## config.mk

```make
export PLATFORM = sky130hd
export DESIGN_NAME = card_unit_switch_and_indicators
export DESIGN_NICKNAME = d
export VERILOG_FILES = /design/src/rtl/pin_sync.v /design/src/rtl/card_unit_switch_and_indicators.v
export VERILOG_INCLUDE_DIRS = /design/src /design/src/rtl
export SDC_FILE = /design/constraint.sdc
export NUM_CORES = 1
export LEC_CHECK = 0
export ABC_CLOCK_PERIOD_IN_PS = 5300
export BUFFER_PORTS_ARGS = -buffer_cell sky130_fd_sc_hd__buf_2
export CORE_MARGIN = 5
export CORE_UTILIZATION = 45
export CTS_CLUSTER_DIAMETER = 120
export DETAILED_ROUTE_END_ITERATION = 7
export GPL_TIMING_DRIVEN = 0
export PLACE_DENSITY = 0.69
export SYNTH_ARGS = -nofsm -noshare
export SYNTH_HDL_FRONTEND = slang
export SYNTH_SLANG_ARGS = --single-unit
```

## constraint.sdc

```tcl
create_clock -name pclk -period 5.3 [get_ports pclk]
set_input_delay 0.265 -clock pclk [delete_from_list [all_inputs] [get_ports pclk]]
set_output_delay 0.265 -clock pclk [all_outputs]
set_load 0.005 [all_outputs]
```

## src/rtl/card_unit_defs.vh

```
// Purpose: Shared constants for the card unit switch and indicator block
// Assumes: 10 MHz pclk, APB byte addresses, 32-bit data
// Notes:   Offsets, field positions, codes and timing figures live here only
`ifndef CARD_UNIT_DEFS_VH
`define CARD_UNIT_DEFS_VH

// Register byte addresses
`define ADDR_CONFIG      12'h000
`define ADDR_STATUS      12'h004
`define ADDR_IRQ_STATUS  12'h008
`define ADDR_IRQ_CLEAR   12'h00c
`define ADDR_IRQ_ENABLE  12'h010
`define ADDR_CONTROL     12'h014

// Switch pin positions in the switch vector (pin N sits at bit N-1)
`define PIN_LEVEL        0
`define PIN_TRIG         1
`define PIN_SLOT         2
`define PIN_LAYOUT       3
`define PIN_MODE_LO      4
`define PIN_MODE_HI      5
`define SW_RESET         6'h00

// Startup mode codes, {pin 6, pin 5}
`define MODE_NORMAL      2'h0
`define MODE_XFER        2'h1
`define MODE_FORMAT      2'h2
`define MODE_BAD         2'h3

// Restart input positions: bit 11 of the word for level 0, bit 10 for level 1
`define RST_L0           1
`define RST_L1           0

// Recognised status word bit positions per level
`define SW_BIT_L0        1
`define SW_BIT_L1        4

// Control register fields
`define CTRL_SOFT_RST    0
`define CTRL_RECOG       1

// Configuration read fields
`define CFG_LOADED       0
`define CFG_MODE_LO      1
`define CFG_MODE_HI      2
`define CFG_LAYOUT       3
`define CFG_SLOT         4
`define CFG_LEVEL        5
`define CFG_PINS_LO      8
`define CFG_PINS_HI      13

// Status read fields
`define STS_STATE_LO     0
`define STS_STATE_HI     1
`define STS_RUN          2
`define STS_ERR          3
`define STS_SLOT1        4
`define STS_SLOT2        5
`define STS_FMT          6
`define STS_WORD_LO      16
`define STS_WORD_HI      31

// Event bit positions and width
`define EV_FMT_START     0
`define EV_FMT_DONE      1
`define EV_ERROR         2
`define EV_RESTART       3
`define EV_W             4

// Timing: flash half period of 250 ms at 10 MHz, sized to the counter
`define FLASH_HALF_CYC   22'h2625a0
`define SETTLE_CYCLES    2'h3

`endif

```

## src/rtl/pin_sync.v

```verilog
// Purpose: Three-stage synchroniser with agreement filter for pin inputs
// Assumes: Inputs asynchronous to pclk; clk_en freezes all stages
// Notes:   Output changes only when stages two and three agree
`default_nettype none

module pin_sync #(
  parameter W = 8
) (
  input  wire         pclk,
  input  wire         presetn,
  input  wire         clk_en,
  input  wire [W-1:0] pin_in,
  output reg  [W-1:0] pin_out
);

  reg [W-1:0] s1_r;
  reg [W-1:0] s2_r;
  reg [W-1:0] s3_r;

  // Stage one feeds stage two only; agreement filters single-stage glitches
  always @(posedge pclk or negedge presetn) begin
    if (!presetn) begin
      s1_r    <= {W{1'b0}};
      s2_r    <= {W{1'b0}};
      s3_r    <= {W{1'b0}};
      pin_out <= {W{1'b0}};
    end else if (clk_en) begin
      s1_r    <= pin_in;
      s2_r    <= s1_r;
      s3_r    <= s2_r;
      pin_out <= (s2_r & s3_r) | (pin_out & (s2_r ^ s3_r)) | (pin_out & s2_r & s3_r);
    end
  end

endmodule // pin_sync

`default_nettype wire

```

## src/rtl/card_unit_switch_and_indicators.v

```verilog
// Purpose: Switch decode, format trigger and indicator drive of a card unit
// Assumes: 10 MHz pclk, APB slave with one wait state, pins are asynchronous
// Notes:   Activity inputs come from same-clock logic and are not synchronised
//
// Functional notes
// - Pins 6,5: OFF/OFF normal, OFF/ON file transfer, ON/OFF formatting.
// - Pin 4 OFF picks table file layout, ON picks flash-card layout.
// - Pin 3 OFF formats slot 1, ON formats slot 2.
// - Any change of pin 2 starts formatting the selected card; the code acts only on the first change after a load, later ones are ignored.
// - Pin 2 changes are ignored outside formatting mode.
// - Pin 1 OFF gives level 1, ON gives level 0.
// - Switch settings take effect only at start or restart; the power-up load samples the synchroniser early, reading all pins OFF.
// - Format light flashes waiting, lit while formatting, off when done.
// - Slot light of the card being formatted flashes while formatting.
// - Slot lights follow socket 1 and socket 2 access.
// - Run light steady while operational or transferring files.
// - Run light flashes on controller data moves, dark during card swap.
// - Error light on internal error or bad network setup or card.
// - All pins OFF by default: normal, table layout, slot 1, level 1.
// - Falling restart bit 11 (level 0) or 10 (level 1) restarts, reloads.
// - Recognised bit in status word: bit 1 at level 0, bit 4 at level 1.
//
// Decided for this implementation: the placing of the registers and register access over APB.
`default_nettype none
`include "card_unit_defs.vh"

module card_unit_switch_and_indicators #(
  parameter [21:0] FLASH_HALF_CYCLES = `FLASH_HALF_CYC
) (
  input  wire        pclk,
  input  wire        presetn,
  input  wire        clk_en,
  input  wire        psel,
  input  wire        penable,
  input  wire        pwrite,
  input  wire [11:0] paddr,
  input  wire [31:0] pwdata,
  output reg  [31:0] prdata,
  output reg         pready,
  output reg         pslverr,
  input  wire [5:0]  switch_pins,
  input  wire [1:0]  restart_request_word,
  input  wire        socket1_access,
  input  wire        socket2_access,
  input  wire        unit_operational,
  input  wire        file_transfer_active,
  input  wire        cpu_data_xfer,
  input  wire        card_swap,
  input  wire        internal_error,
  input  wire        net_in_use,
  input  wire        net_setup_bad,
  input  wire        net_card_missing,
  input  wire        format_done,
  output reg         format_start,
  output reg         format_slot_two,
  output reg         format_flash_layout,
  output reg  [1:0]  startup_mode,
  output reg         level_zero,
  output reg  [15:0] unit_recognised_status_word,
  output reg         run_light,
  output reg         error_light,
  output reg         slot_one_access_light,
  output reg         slot_two_access_light,
  output reg         format_light,
  output reg         irq
);

  // Format sequence states
  localparam [1:0] ST_IDLE = 2'h0;
  localparam [1:0] ST_WAIT = 2'h1;
  localparam [1:0] ST_BUSY = 2'h2;
  localparam [1:0] ST_DONE = 2'h3;

  wire [5:0]  sw_s;
  wire [1:0]  rst_s;
  reg  [1:0]  rst_prev_r;
  reg         trig_prev_r;
  reg  [1:0]  settle_r;
  reg         load_pend_r;
  reg         loaded_r;
  reg  [1:0]  fmt_state_r;
  reg  [1:0]  fmt_state_nxt;
  reg  [21:0] flash_cnt_r;
  reg         phase_r;
  reg  [`EV_W-1:0] irq_stat_r;
  reg  [`EV_W-1:0] irq_en_r;
  reg         recog_r;
  reg  [31:0] rdata_nxt;
  reg         hit_nxt;
  reg         run_nxt;
  reg         err_nxt;
  reg  [15:0] sw_word_nxt;

  wire        setup_ph;
  wire        acc_ph;
  wire        wr_acc;
  wire        do_load;
  wire        trig_toggle;
  wire        restart_ev;
  wire        soft_rst;
  wire [`EV_W-1:0] events;

  // Light is the flash phase when flashing, else the steady level
  function blink;
    input on;
    input flash;
    input phase;
    begin
      blink = flash ? phase : on;
    end
  endfunction

  // Address match against the low address bits
  function addr_is;
    input [11:0] a;
    input [11:0] reg_addr;
    begin
      addr_is = (a == reg_addr);
    end
  endfunction

  // Switch pins and restart bits come from outside pclk
  pin_sync #(
    .W(8)
  ) u_pin_sync (
    .pclk    (pclk),
    .presetn (presetn),
    .clk_en  (clk_en),
    .pin_in  ({restart_request_word, switch_pins}),
    .pin_out ({rst_s, sw_s})
  );

  // APB phases; one wait state so read data comes from a flop
  assign setup_ph = psel & penable & ~pready;
  assign acc_ph   = psel & penable & pready;
  assign wr_acc   = acc_ph & pwrite;
  assign soft_rst = wr_acc & addr_is(paddr, `ADDR_CONTROL) & pwdata[`CTRL_SOFT_RST];

  // Load waits three enabled cycles after reset, one short of the four the synchroniser needs to fill
  assign do_load = load_pend_r & (settle_r == `SETTLE_CYCLES);

  // Restart on the falling edge of the current level's bit, or by software
  assign restart_ev = loaded_r & ~load_pend_r & (soft_rst |
                      (level_zero ? (rst_prev_r[`RST_L0] & ~rst_s[`RST_L0])
                                  : (rst_prev_r[`RST_L1] & ~rst_s[`RST_L1])));

  // Either edge of pin 2 counts, only in formatting mode
  assign trig_toggle = loaded_r & (startup_mode == `MODE_FORMAT) &
                       (sw_s[`PIN_TRIG] != trig_prev_r);

  assign events = {restart_ev,
                   err_nxt & ~error_light,
                   (fmt_state_r == ST_BUSY) & format_done,
                   format_start};

  // Power-up and restart sequencing
  always @(posedge pclk or negedge presetn) begin
    if (!presetn) begin
      settle_r    <= 2'h0;
      load_pend_r <= 1'b1;
      loaded_r    <= 1'b0;
      rst_prev_r  <= 2'h0;
      trig_prev_r <= 1'b0;
    end else if (clk_en) begin
      rst_prev_r  <= rst_s;
      trig_prev_r <= sw_s[`PIN_TRIG];
      if (settle_r != `SETTLE_CYCLES)
        settle_r <= settle_r + 2'h1;
      if (restart_ev) begin
        load_pend_r <= 1'b1;
      end else if (do_load) begin
        load_pend_r <= 1'b0;
        loaded_r    <= 1'b1;
      end
    end
  end

  // Configuration latch: captured only at load, so running changes are held off
  always @(posedge pclk or negedge presetn) begin
    if (!presetn) begin
      startup_mode        <= `MODE_NORMAL;
      format_flash_layout <= 1'b0;
      format_slot_two     <= 1'b0;
      level_zero          <= 1'b0;
    end else if (clk_en && do_load) begin
      startup_mode        <= {sw_s[`PIN_MODE_HI], sw_s[`PIN_MODE_LO]};
      format_flash_layout <= sw_s[`PIN_LAYOUT];
      format_slot_two     <= sw_s[`PIN_SLOT];
      level_zero          <= sw_s[`PIN_LEVEL];
    end
  end

  // Format sequence; the done state holds until power cycle or restart
  always @* begin
    fmt_state_nxt = fmt_state_r;
    if (do_load) begin
      fmt_state_nxt = ({sw_s[`PIN_MODE_HI], sw_s[`PIN_MODE_LO]} == `MODE_FORMAT) ?
                      ST_WAIT : ST_IDLE;
    end else begin
      case (fmt_state_r)
        ST_IDLE: fmt_state_nxt = ST_IDLE;
        ST_WAIT: begin
          if (trig_toggle)
            fmt_state_nxt = ST_BUSY;
        end
        ST_BUSY: begin
          if (format_done)
            fmt_state_nxt = ST_DONE;
        end
        ST_DONE: fmt_state_nxt = ST_DONE;
        default: fmt_state_nxt = ST_IDLE;
      endcase
    end
  end

  always @(posedge pclk or negedge presetn) begin
    if (!presetn) begin
      fmt_state_r  <= ST_IDLE;
      format_start <= 1'b0;
    end else if (clk_en) begin
      fmt_state_r  <= fmt_state_nxt;
      format_start <= ~do_load & (fmt_state_r == ST_WAIT) & trig_toggle;
    end
  end

  // Shared flash timebase for every flashing light
  always @(posedge pclk or negedge presetn) begin
    if (!presetn) begin
      flash_cnt_r <= 22'h000000;
      phase_r     <= 1'b0;
    end else if (clk_en) begin
      if (flash_cnt_r == FLASH_HALF_CYCLES - 22'h000001) begin
        flash_cnt_r <= 22'h000000;
        phase_r     <= ~phase_r;
      end else begin
        flash_cnt_r <= flash_cnt_r + 22'h000001;
      end
    end
  end

  // Run and error levels; a card swap blanks the run light
  always @* begin
    run_nxt = 1'b0;
    if (!card_swap)
      run_nxt = blink(unit_operational | file_transfer_active,
                      cpu_data_xfer, phase_r);
    err_nxt = internal_error |
              (net_in_use & (net_setup_bad | net_card_missing)) |
              (loaded_r & (startup_mode == `MODE_BAD));
  end

  // Bit drops while a reload is pending, so no stale level position shows
  always @* begin
    sw_word_nxt = 16'h0000;
    if (recog_r && loaded_r && !load_pend_r) begin
      if (level_zero)
        sw_word_nxt[`SW_BIT_L0] = 1'b1;
      else
        sw_word_nxt[`SW_BIT_L1] = 1'b1;
    end
  end

  // Indicator and status flops
  always @(posedge pclk or negedge presetn) begin
    if (!presetn) begin
      run_light                   <= 1'b0;
      error_light                 <= 1'b0;
      slot_one_access_light       <= 1'b0;
      slot_two_access_light       <= 1'b0;
      format_light                <= 1'b0;
      unit_recognised_status_word <= 16'h0000;
    end else if (clk_en) begin
      run_light   <= run_nxt;
      error_light <= err_nxt;
      format_light <= blink(fmt_state_r == ST_BUSY,
                            fmt_state_r == ST_WAIT, phase_r);
      slot_one_access_light <= blink(socket1_access,
                                     (fmt_state_r == ST_BUSY) & ~format_slot_two,
                                     phase_r);
      slot_two_access_light <= blink(socket2_access,
                                     (fmt_state_r == ST_BUSY) & format_slot_two,
                                     phase_r);
      unit_recognised_status_word <= sw_word_nxt;
    end
  end

  // Sticky events: a set in the clearing cycle survives
  always @(posedge pclk or negedge presetn) begin
    if (!presetn) begin
      irq_stat_r <= {`EV_W{1'b0}};
      irq_en_r   <= {`EV_W{1'b0}};
      recog_r    <= 1'b0;
      irq        <= 1'b0;
    end else if (clk_en) begin
      if (wr_acc && addr_is(paddr, `ADDR_IRQ_CLEAR))
        irq_stat_r <= (irq_stat_r & ~pwdata[`EV_W-1:0]) | events;
      else
        irq_stat_r <= irq_stat_r | events;
      if (wr_acc && addr_is(paddr, `ADDR_IRQ_ENABLE))
        irq_en_r <= pwdata[`EV_W-1:0];
      if (wr_acc && addr_is(paddr, `ADDR_CONTROL))
        recog_r <= pwdata[`CTRL_RECOG];
      irq <= |(irq_stat_r & irq_en_r);
    end
  end

  // Read mux; unmapped addresses answer with an error and zero data
  always @* begin
    rdata_nxt = 32'h00000000;
    hit_nxt   = 1'b1;
    case (paddr)
      `ADDR_CONFIG: begin
        rdata_nxt[`CFG_LOADED]               = loaded_r;
        rdata_nxt[`CFG_MODE_HI:`CFG_MODE_LO] = startup_mode;
        rdata_nxt[`CFG_LAYOUT]               = format_flash_layout;
        rdata_nxt[`CFG_SLOT]                 = format_slot_two;
        rdata_nxt[`CFG_LEVEL]                = level_zero;
        rdata_nxt[`CFG_PINS_HI:`CFG_PINS_LO] = sw_s;
      end
      `ADDR_STATUS: begin
        rdata_nxt[`STS_STATE_HI:`STS_STATE_LO] = fmt_state_r;
        rdata_nxt[`STS_RUN]                    = run_light;
        rdata_nxt[`STS_ERR]                    = error_light;
        rdata_nxt[`STS_SLOT1]                  = slot_one_access_light;
        rdata_nxt[`STS_SLOT2]                  = slot_two_access_light;
        rdata_nxt[`STS_FMT]                    = format_light;
        rdata_nxt[`STS_WORD_HI:`STS_WORD_LO]   = unit_recognised_status_word;
      end
      `ADDR_IRQ_STATUS: rdata_nxt[`EV_W-1:0] = irq_stat_r;
      `ADDR_IRQ_CLEAR:  rdata_nxt = 32'h00000000;
      `ADDR_IRQ_ENABLE: rdata_nxt[`EV_W-1:0] = irq_en_r;
      `ADDR_CONTROL:    rdata_nxt[`CTRL_RECOG] = recog_r;
      default:          hit_nxt = 1'b0;
    endcase
  end

  // Bus answer: ready rises one cycle into the access phase
  always @(posedge pclk or negedge presetn) begin
    if (!presetn) begin
      pready  <= 1'b0;
      pslverr <= 1'b0;
      prdata  <= 32'h00000000;
    end else if (clk_en) begin
      pready  <= setup_ph;
      pslverr <= setup_ph & ~hit_nxt;
      if (setup_ph && !pwrite)
        prdata <= rdata_nxt;
    end
  end

endmodule // card_unit_switch_and_indicators

`default_nettype wire

```

======== Yosys cells after proc, flatten, opt, wreduce, memory -nomap -nowiden ========
Index checks and enable logic that the tools add are counted.
cells by class
  div/mod/pow operators ................... 0
  shifts and indexed selects .............. 0
  reductions and logical operators ........ 22
  eq/ne operators ......................... 17
  bitwise gates (word level) .............. 49
  muxes and demuxes ....................... 27
  multipliers ............................. 0
  add/subtract/negate cells ............... 2
  magnitude comparators ................... 0
operators by type and width
  kind                                                                     number
  8-bit AND                                                                4
  12-bit by 4-bit equality test with 1-bit output (second input constant)  2
  12-bit by 5-bit equality test with 1-bit output (second input constant)  2
  22-bit by 1-bit adder with 22-bit output (second input constant)         1
  1-bit AND                                                                22
  22-bit equality test (second input constant)                             1
  22-bit 2-to-1 mux                                                        1
  8-bit OR                                                                 2
  2-bit case mux with 4 select lines                                       2
  1-bit 2-to-1 mux                                                         15
  12-bit by 3-bit equality test with 1-bit output (second input constant)  1
  2-bit equality test (second input constant)                              6
  12-bit logical NOT                                                       1
  2-bit AND reduction                                                      6
  1-bit NOT                                                                10
  4-bit AND                                                                2
  4-bit OR                                                                 2
  8-bit XOR                                                                1
  1-bit logical AND                                                        7
  2-bit 2-to-1 mux                                                         3
  6-bit 2-to-1 mux                                                         1
  3-bit != test (second input constant)                                    2
  3-bit AND reduction                                                      2
  6-bit OR reduction                                                       1
  15 further kinds                                                         20
word-level totals
  flip-flop bits (word level) ............. 118
  memory bits (read-only) ................. 0
  bits in latches ......................... 0
  memories kept ........................... 0
  word-level logic and storage cells ...... 147
  RAM bits ................................ 0
  input bits .............................. 69

======== Longest topological paths before layout ========
Gate-level depths: netlist of run 1.
  depth in word-level cells ............... 9
  depth in mapped cells ................... 6

======== By module ========
From an unflattened synthesis of run 1, not the netlist that was laid out.
unflattened totals
  cell total of the unflattened synthesis .. 451
  area total of the unflattened synthesis .. 5056.1 µm²
modules (own cells, without submodules)
  module                           cells an instance  instances  area an instance (µm²)
  card_unit_switch_and_indicators  359                1          3679.8
  pin_sync                         92                 1          1376.3

======== Worst setup path after synthesis of run 1 ========
OpenSTA, ideal clock, no wires.
  kind .................................... reg-to-reg
  start ................................... reg flash_cnt_r[7]
  end ..................................... reg flash_cnt_r[17]
  clock period less this slack ............ 1.853 ns
  path slack .............................. 3.447 ns
  arrival ................................. 1.779 ns
  required time ........................... 5.227 ns
  stages on the path, launching flop included .. 6
  buffers on the path ..................... 1
  cells stage by stage .................... dfrtp_1 > nand3_2 > or4_1 > buf_2 > or4_4 > a21oi_2
between the ends
  word-level cells in the longest chain between the ends .. 2
ends and longest elaborated chain
  what                                                                              RTL line                                                                      source
  start: declaration                                                                card_unit_switch_and_indicators.v:83                                          reg [21:0] flash_cnt_r;
  start signal: assignment                                                          card_unit_switch_and_indicators.v:236                                         flash_cnt_r <= flash_cnt_r + 22'h000001;
  22-bit by 1-bit adder with 22-bit output or 22-bit equality test (tied branches)  card_unit_switch_and_indicators.v:236, card_unit_switch_and_indicators.v:232
  22-bit 2-to-1 mux *                                                               card_unit_switch_and_indicators.v:232                                         if (flash_cnt_r == FLASH_HALF_CYCLES - 22'h000001) begin
Mark *: on every way between the ends. The rest lies on a longest branch, timed or not.
A chain may end at the register's enable or synchronous reset.

======== Worst setup path in the final report of run 1 ========
Ends and elaborated chain as after synthesis.

==> summary.md, run 1 <==
| Metric | Value |
|---|---|
| Post-synth top flop | `dfrtp_1` |
| TritonCTS buffer count | `9` |
| CTS tree | `yes` |
| DRC | `0` |
| Post-DP HPWL | `8.721 mm` |
| TNS Setup | `0 ns` |
| Antenna Nets Post-Route | `0` |
| Overall Power | `1882 uW` |
| Most frequent cells in the layout | `dfrtp_1, buf_2, nand2_1` |
| Vias in the first global route | `3836` |
| FMAX | `497.7 MHz` |
| Clock Latency Late Sink | `0.35 ns` |
| Netlist Area Pre-Place | `0.005104 mm2` |
| Area of the die | `0.01357 mm2` |
| Die Y | `116.5 um` |
| Detailed Route WL | `11.95 mm` |
| Synthesis-to-layout area growth | `18.31%` |
| FF-to-FF setup slack | `3.29 ns` |
| Critical Path Start Type | `flip-flop` |
| Largest net degree at the start of global routing | `66` |
| Gates resized, CTS repair | `0` |
| Peak supply drop | `202.4 uV` |
| Clk buf depth | `2` |
| Measured slew at the worst slew-check pin | `0.8371 ns` |
| Final min period | `2.009 ns` |
| # Post-CTS Setup Buffers | `0` |
| Ys async rst share | `100.0%` |
| PD cells | `311.7 mW/mm2` |
| Grt total ovfl | `0` |
| Layout Skew | `0.007308 ns` |
| Final GP Congestion | `0.9098` |
| Core Rows | `38` |
| Worst setup EP type | `flip-flop` |
| Vias per inst | `5.323` |
| Global router's overall resource usage | `18.48%` |
| Starting Density | `46.47%` |
| IO Count | `131` |
| DR iter-0 viols | `177` |
| Leading cell type in the layout, fill and taps excluded | `dfrtp_1` |
| DR vias | `3907` |
| Layout Nets | `668` |
| Ys Warns | `0` |
| Final setup violation count | `0` |
| Global-route wire length before repair | `19.51 mm` |
| N_diodes | `0` |
| Number of flops mapped to enable cells by yosys | `0` |
| Yosys reg bits | `104` |
| Slew Limit Fails | `0` |
| Htree depth | `3` |
| Cts hold-fix bufs | `0` |
| Worst path required time | `5.58 ns` |
| Clock-pin slew on the worst setup and hold paths | `0.07 ns` |
| Worst slew margin | `44.19%` |
| Drt wl/cell | `16.29 um` |
| Fin Hold WS | `0.02211 ns` |
| Port bufs | `70` |
| Hold crit path type | `input port to async pin` |
| Core ar. | `0.01098 mm2` |
| Layout cell share with drive strength beyond 1 | `26.94%` |
| Initial antenna violation count | `0` |
| Critical path data arrival time | `2.29 ns` |
| Tcrit/Tclk final | `37.91%` |
| First-pass DRT Iterations | `4` |
| Syn Area/Cell | `10.70 um2` |
| DIE WIDTH | `116.5 um` |
| Final Hold Vio Count | `0` |
| Leakage power | `0.002895 uW` |
| Crit path max fanout | `8` |
| RSZ-0062 raised after global routing | `no` |
| Synth cell types | `55` |
| TritonCTS Sinks | `104` |
| Synth Instances | `477` |
| Clock Tree Root | `clkbuf_16` |
| CP Class | `flip-flop to flip-flop` |
| Outcome | `finished, final reports clean` |
| Seq/Total Area, Yosys | `51.02%` |
| Max-Cap Viols | `0` |
[worst paths after layout]
kind | start | end | cells past startpoint
worst max-delay path | flash_cnt_r[7] | flash_cnt_r[17] | 5
worst min-delay path | presetn | u_pin_sync.s2_r[1] | 1
worst max register to register | flash_cnt_r[7] | flash_cnt_r[17] | 5
worst min register to register | prdata[1] | prdata[1] | 2
max in group asynchronous | presetn | load_pend_r | 2
min in group pclk | switch_pins[5] | u_pin_sync.s1_r[5] | 2
[report_power, final]
group / switching [uW] / internal [uW] / leakage [uW]
Clock: 304 / 318 / 0.000135
Combinational: 136 / 138 / 0.00144
Sequential: 91.7 / 894 / 0.00132
[critical path, stage by stage (launching register included)]
cell and delay, ns:
dfrtp_1 0.46, nand3_2 0.15, or4_1 0.52, buf_2 0.18
or4_4 0.49, a21oi_2 0.15
[metrics by stage]
step	area, um2	worst slack [ns]	cells	utilization, %
3_5_place_dp	5764	3.022	718	52.48
6_report	6038	3.291	734	54.98
3_3_place_gp	5742	2.868	717	52.28
4_1_cts	6038	3.311	734	54.98
2_1_floorplan	5216	3.447	507	-
5_1_grt	6038	3.200	734	54.98
[flip-flops by register name, indices dropped and copies added, names as in the netlist, 2 cells and up]
register	count
unit_recognised_status_word	2
prdata	15
irq_en_r	4
fmt_state_r	2
u_pin_sync.s3_r	8
startup_mode	2
u_pin_sync.pin_out	8
irq_stat_r	4
u_pin_sync.s1_r	8
settle_r	2
u_pin_sync.s2_r	8
flash_cnt_r	22
rst_prev_r	2
[cell usage after synthesis (3+ instances only)]
cell      instances  area share, %
a211oi_1          9            1.3
a21o_1            3           0.44
a21oi_1          11            1.1
a22o_1            6            1.0
a31oi_1           4           0.49
and3_1            6           0.74
buf_1             3           0.22
buf_4            31            4.6
clkbuf_1         13           0.96
dfrtp_1         103             51
ha_1             10            2.5
inv_1            21            1.5
mux2_2           33            7.3
mux2i_1          10            2.0
nand2_1          48            3.5
nand2b_1          7           0.86
nand3_1          11            1.1
nand4_1           8           0.98
nor2_1           20            1.5
nor3_1           18            1.8
nor3b_1           3           0.44
nor4_1            8           0.98
nor4b_1           4           0.69
o21ai_0          22            2.2
o31ai_1           4           0.59
o41ai_1           3           0.51
xnor2_1          13            2.2
xor2_1            7            1.2
[metal layers]
layer | up-vias | global-route usage, % | wire length, um
li1 | 1873 | - | -
met1 | 1911 | 25.18 | 5411
met2 | 107 | 29.25 | 5585
met3 | 16 | 3.575 | 734
met4 | 0 | 7.193 | 223
met5 | - | 0 | 0
[area by class of cell]
| type | count | area (um2) |
|---|---|---|
| repair buffers | 71 | 372.9 |
| flip-flops and latches | 104 | 2604 |
| fillers | 980 | 4945 |
| clock inverters | 7 | 48.80 |
| inverters | 21 | 78.83 |
| clock buffers | 9 | 225.2 |
| multi-input cells | 334 | 2236 |
| well taps | 140 | 175.2 |
| plain buffers | 48 | 297.8 |
[logic make-up (layout without fill, tap and decap cells)]
family                     count (synthesis)  after routing  synth area share, %
adders and majority gates                 10             10                2.452
AOI/OAI and AO/OA                         77             77                10.08
and+or+nand+nor                          153            153                16.33
buffers and inverters                     69            156                7.379
xor gates and xnor gates                  20             20                3.432
other                                      1             31              0.07348
DFF                                      104            104                51.02
muxes                                     43             43                9.243
No activity file was read; power rests on OpenSTA's default activity.
==> run 2: changes to the inputs <==
--- a/config.mk
+++ b/config.mk
@@ -6,7 +6,7 @@
 export SDC_FILE = /design/constraint.sdc
 export NUM_CORES = 1
 export LEC_CHECK = 0
-export ABC_CLOCK_PERIOD_IN_PS = 5300
+export ABC_CLOCK_PERIOD_IN_PS = 1960
 export BUFFER_PORTS_ARGS = -buffer_cell sky130_fd_sc_hd__buf_2
 export CORE_MARGIN = 5
 export CORE_UTILIZATION = 45
==> constraint.sdc (replaced) <==
create_clock -name pclk -period 1.96 [get_ports pclk]
set_input_delay 0.098 -clock pclk [delete_from_list [all_inputs] [get_ports pclk]]
set_output_delay 0.098 -clock pclk [all_outputs]
set_load 0.005 [all_outputs]
==> summary.md, run 2 (synthesis results as in run 1) <==
| Metric | Value |
|---|---|
| Global-route wire length before repair | `19.72 mm (was 19.51 mm)` |
| Core Rows | `38 (unchanged)` |
| Net switching power | `1458 uW (was 532.1 uW)` |
| Clk buf depth | `2 (unchanged)` |
| Global router's overall resource usage | `18.65% (was 18.48%)` |
| DP Worst Slack | `-0.1507 ns (was 3.022 ns)` |
| Biggest regs | `flash_cnt_r: 22 flops, prdata: 15 flops (unchanged)` |
| Clock Latency Late Sink | `0.35 ns (about the same)` |
| CP Class | `flip-flop to flip-flop (unchanged)` |
| Peak supply drop | `548.9 uV (was 202.4 uV)` |
| IO Count | `131 (unchanged)` |
| Worst setup EP type | `flip-flop (unchanged)` |
| Fin Hold WS | `0.02361 ns (was 0.02211 ns)` |
| Tcrit/Tclk final | `97.45% (was 37.91%)` |
| Clk pwr share | `32.4% (was 33.1%)` |
| Worst path required time | `2.24 ns (was 5.58 ns)` |
| Cells after DPL | `718 (unchanged)` |
| Max-Cap Viols | `0 (unchanged)` |
| CTS tree | `yes (unchanged)` |
| Port bufs | `70 (unchanged)` |
| Layout Skew | `0.007410 ns (was 0.007308 ns)` |
| FMAX | `523.6 MHz (was 497.7 MHz)` |
| Crit path max fanout | `8 (unchanged)` |
| DIE WIDTH | `116.5 um (unchanged)` |
| Setup ws final | `0.04999 ns (was 3.291 ns)` |
| Switching power share of the total | `28.05% (was 28.27%)` |
| PD cells | `827.5 mW/mm2 (was 311.7 mW/mm2)` |
| Met3 Track Usage GR | `3.627% (was 3.575%)` |
| Die Y | `116.5 um (unchanged)` |
| Critical Path Start Type | `flip-flop (unchanged)` |
| Slew Limit Fails | `0 (unchanged)` |
| Post-DP HPWL | `8.721 mm (unchanged)` |
| Final Hold Vio Count | `0 (unchanged)` |
| Drt wl/cell | `16.03 um (was 16.29 um)` |
| TritonCTS Sinks | `104 (unchanged)` |
| Grt met1 use | `25.28% (was 25.18%)` |
| Clock Tree Root | `clkbuf_16 (unchanged)` |
| Largest net degree at the start of global routing | `66 (unchanged)` |
| Core ar. | `0.01098 mm2 (unchanged)` |
| Measured slew at the worst slew-check pin | `0.8425 ns (was 0.8371 ns)` |
| Most frequent cells in the layout | `dfrtp_1, buf_2, nand2_1 (unchanged)` |
| N_diodes | `0 (unchanged)` |
| Synthesis-to-layout area growth | `23.04% (was 18.31%)` |
| Share of power burned in registers | `51.1% (was 52.4%)` |
| Clock-pin slew on the worst setup and hold paths | `0.07 ns (about the same)` |
| Placed inst area | `0.005764 mm2 (unchanged)` |
| DR iter-0 viols | `228 (was 177)` |
| Vias per inst | `5.295 (was 5.323)` |
| First-pass DRT Iterations | `4 (unchanged)` |
| Worst slew margin | `43.83% (was 44.19%)` |
| Layout cell share with drive strength beyond 1 | `29.56% (was 26.94%)` |
| Leakage power | `0.003004 uW (was 0.002895 uW)` |
| Largest Register | `flash_cnt_r (unchanged)` |
| Initial antenna violation count | `0 (unchanged)` |
| GRT busiest layer | `met2 (unchanged)` |
| Leading cell type in the layout, fill and taps excluded | `dfrtp_1 (unchanged)` |
| Final Non-Filler Cells | `759 (was 734)` |
| Outcome | `finished, final reports clean (unchanged)` |
| Antenna Nets Post-Route | `0 (unchanged)` |
| Area of the die | `0.01357 mm2 (unchanged)` |
| DR vias | `4019 (was 3907)` |
| TNS Setup | `0 ns (unchanged)` |
| Htree depth | `3 (unchanged)` |
| Starting Density | `46.47% (unchanged)` |
| Layout Nets | `693 (was 668)` |
| DRC | `0 (unchanged)` |
| Met2 Use GR | `29.71% (was 29.25%)` |
| Grt total ovfl | `0 (unchanged)` |
| Pint | `3739 uW (was 1350 uW)` |
| Vias in the first global route | `3893 (was 3836)` |
| Comb pwr share | `16.5% (was 14.5%)` |
| Final min period | `1.910 ns (was 2.009 ns)` |
| TritonCTS buffer count | `9 (unchanged)` |
| Max FFs per register | `22 (unchanged)` |
| Final GP Congestion | `0.9098 (unchanged)` |
| Hold crit path type | `input port to flip-flop (was input port to async pin)` |
| Final instance area | `0.006280 mm2 (was 0.006038 mm2)` |
| Final setup violation count | `0 (unchanged)` |
| Critical path data arrival time | `2.19 ns (was 2.29 ns)` |
| Detailed Route WL | `12.17 mm (was 11.95 mm)` |
==> run 2: metal layers <==
layer	share of wire [%]	wire, um
met3	5.8	702
met2	47	5671
met5	0	0
met4	2.5	306
met1	45	5488
==> run 2: cell type report <==
class                      count  area [um2]
fill                         951        4703
sequential                   104        2614
multi-input combinational    334        2250
timing repair buffer          96       588.1
buffer                        48       300.3
clock buffer                   9       225.2
tap                          140       175.2
inverter                      21       78.83
clock inverter                 7       48.80
==> run 2: worst paths after layout <==
check / start / end / slack, ns / depth (start not counted)
setup reg to reg: flash_cnt_r[9] / flash_cnt_r[17] / 0.05 / 5
hold reg to reg: prdata[1] / prdata[1] / 0.48 / 2
max in group asynchronous: presetn / load_pend_r / 0.81 / 3
setup / recovery: flash_cnt_r[9] / flash_cnt_r[17] / 0.05 / 5
min in group asynchronous: presetn / u_pin_sync.s2_r[1] / 0.40 / 2
hold / removal: pwdata[0] / irq_en_r[0] / 0.02 / 2
==> run 2: per-stage QoR <==
stage / total power (uW) / utilization (%)
floorplan: 3165 / -
global placement: 3388 / 52.28
detailed placement: 3447 / 52.48
CTS: 5154 / 56.09
global route: 5485 / 57.18
finish: 5197 / 57.18
==> run 2: timing repair <==
action,4_1_cts,5_1_grt
cloned,0,0
hold buffers,11,0
hold endpoints to repair,74,0
setup endpoints to repair,1,10
gates resized for setup,4,8
setup buffers,1,13
pin swaps,0,1
==> run 2: power by group through the flow <==
stage                     logic (uW)  clock network (uW)  registers, uW
after floorplan                  522                   0           2640
after global placement           703                   0           2680
after CTS                        763                1720           2670
after detailed placement         743                   0           2700
final                            858                1680           2660
after global routing             968                1820           2700
==> run 2: critical path, stage by stage (launching register included) <==
cell     delay, ns
dfrtp_2       0.41
nand3_4       0.11
or4_1         0.51
buf_4         0.17
or4_4         0.48
a21oi_2       0.15
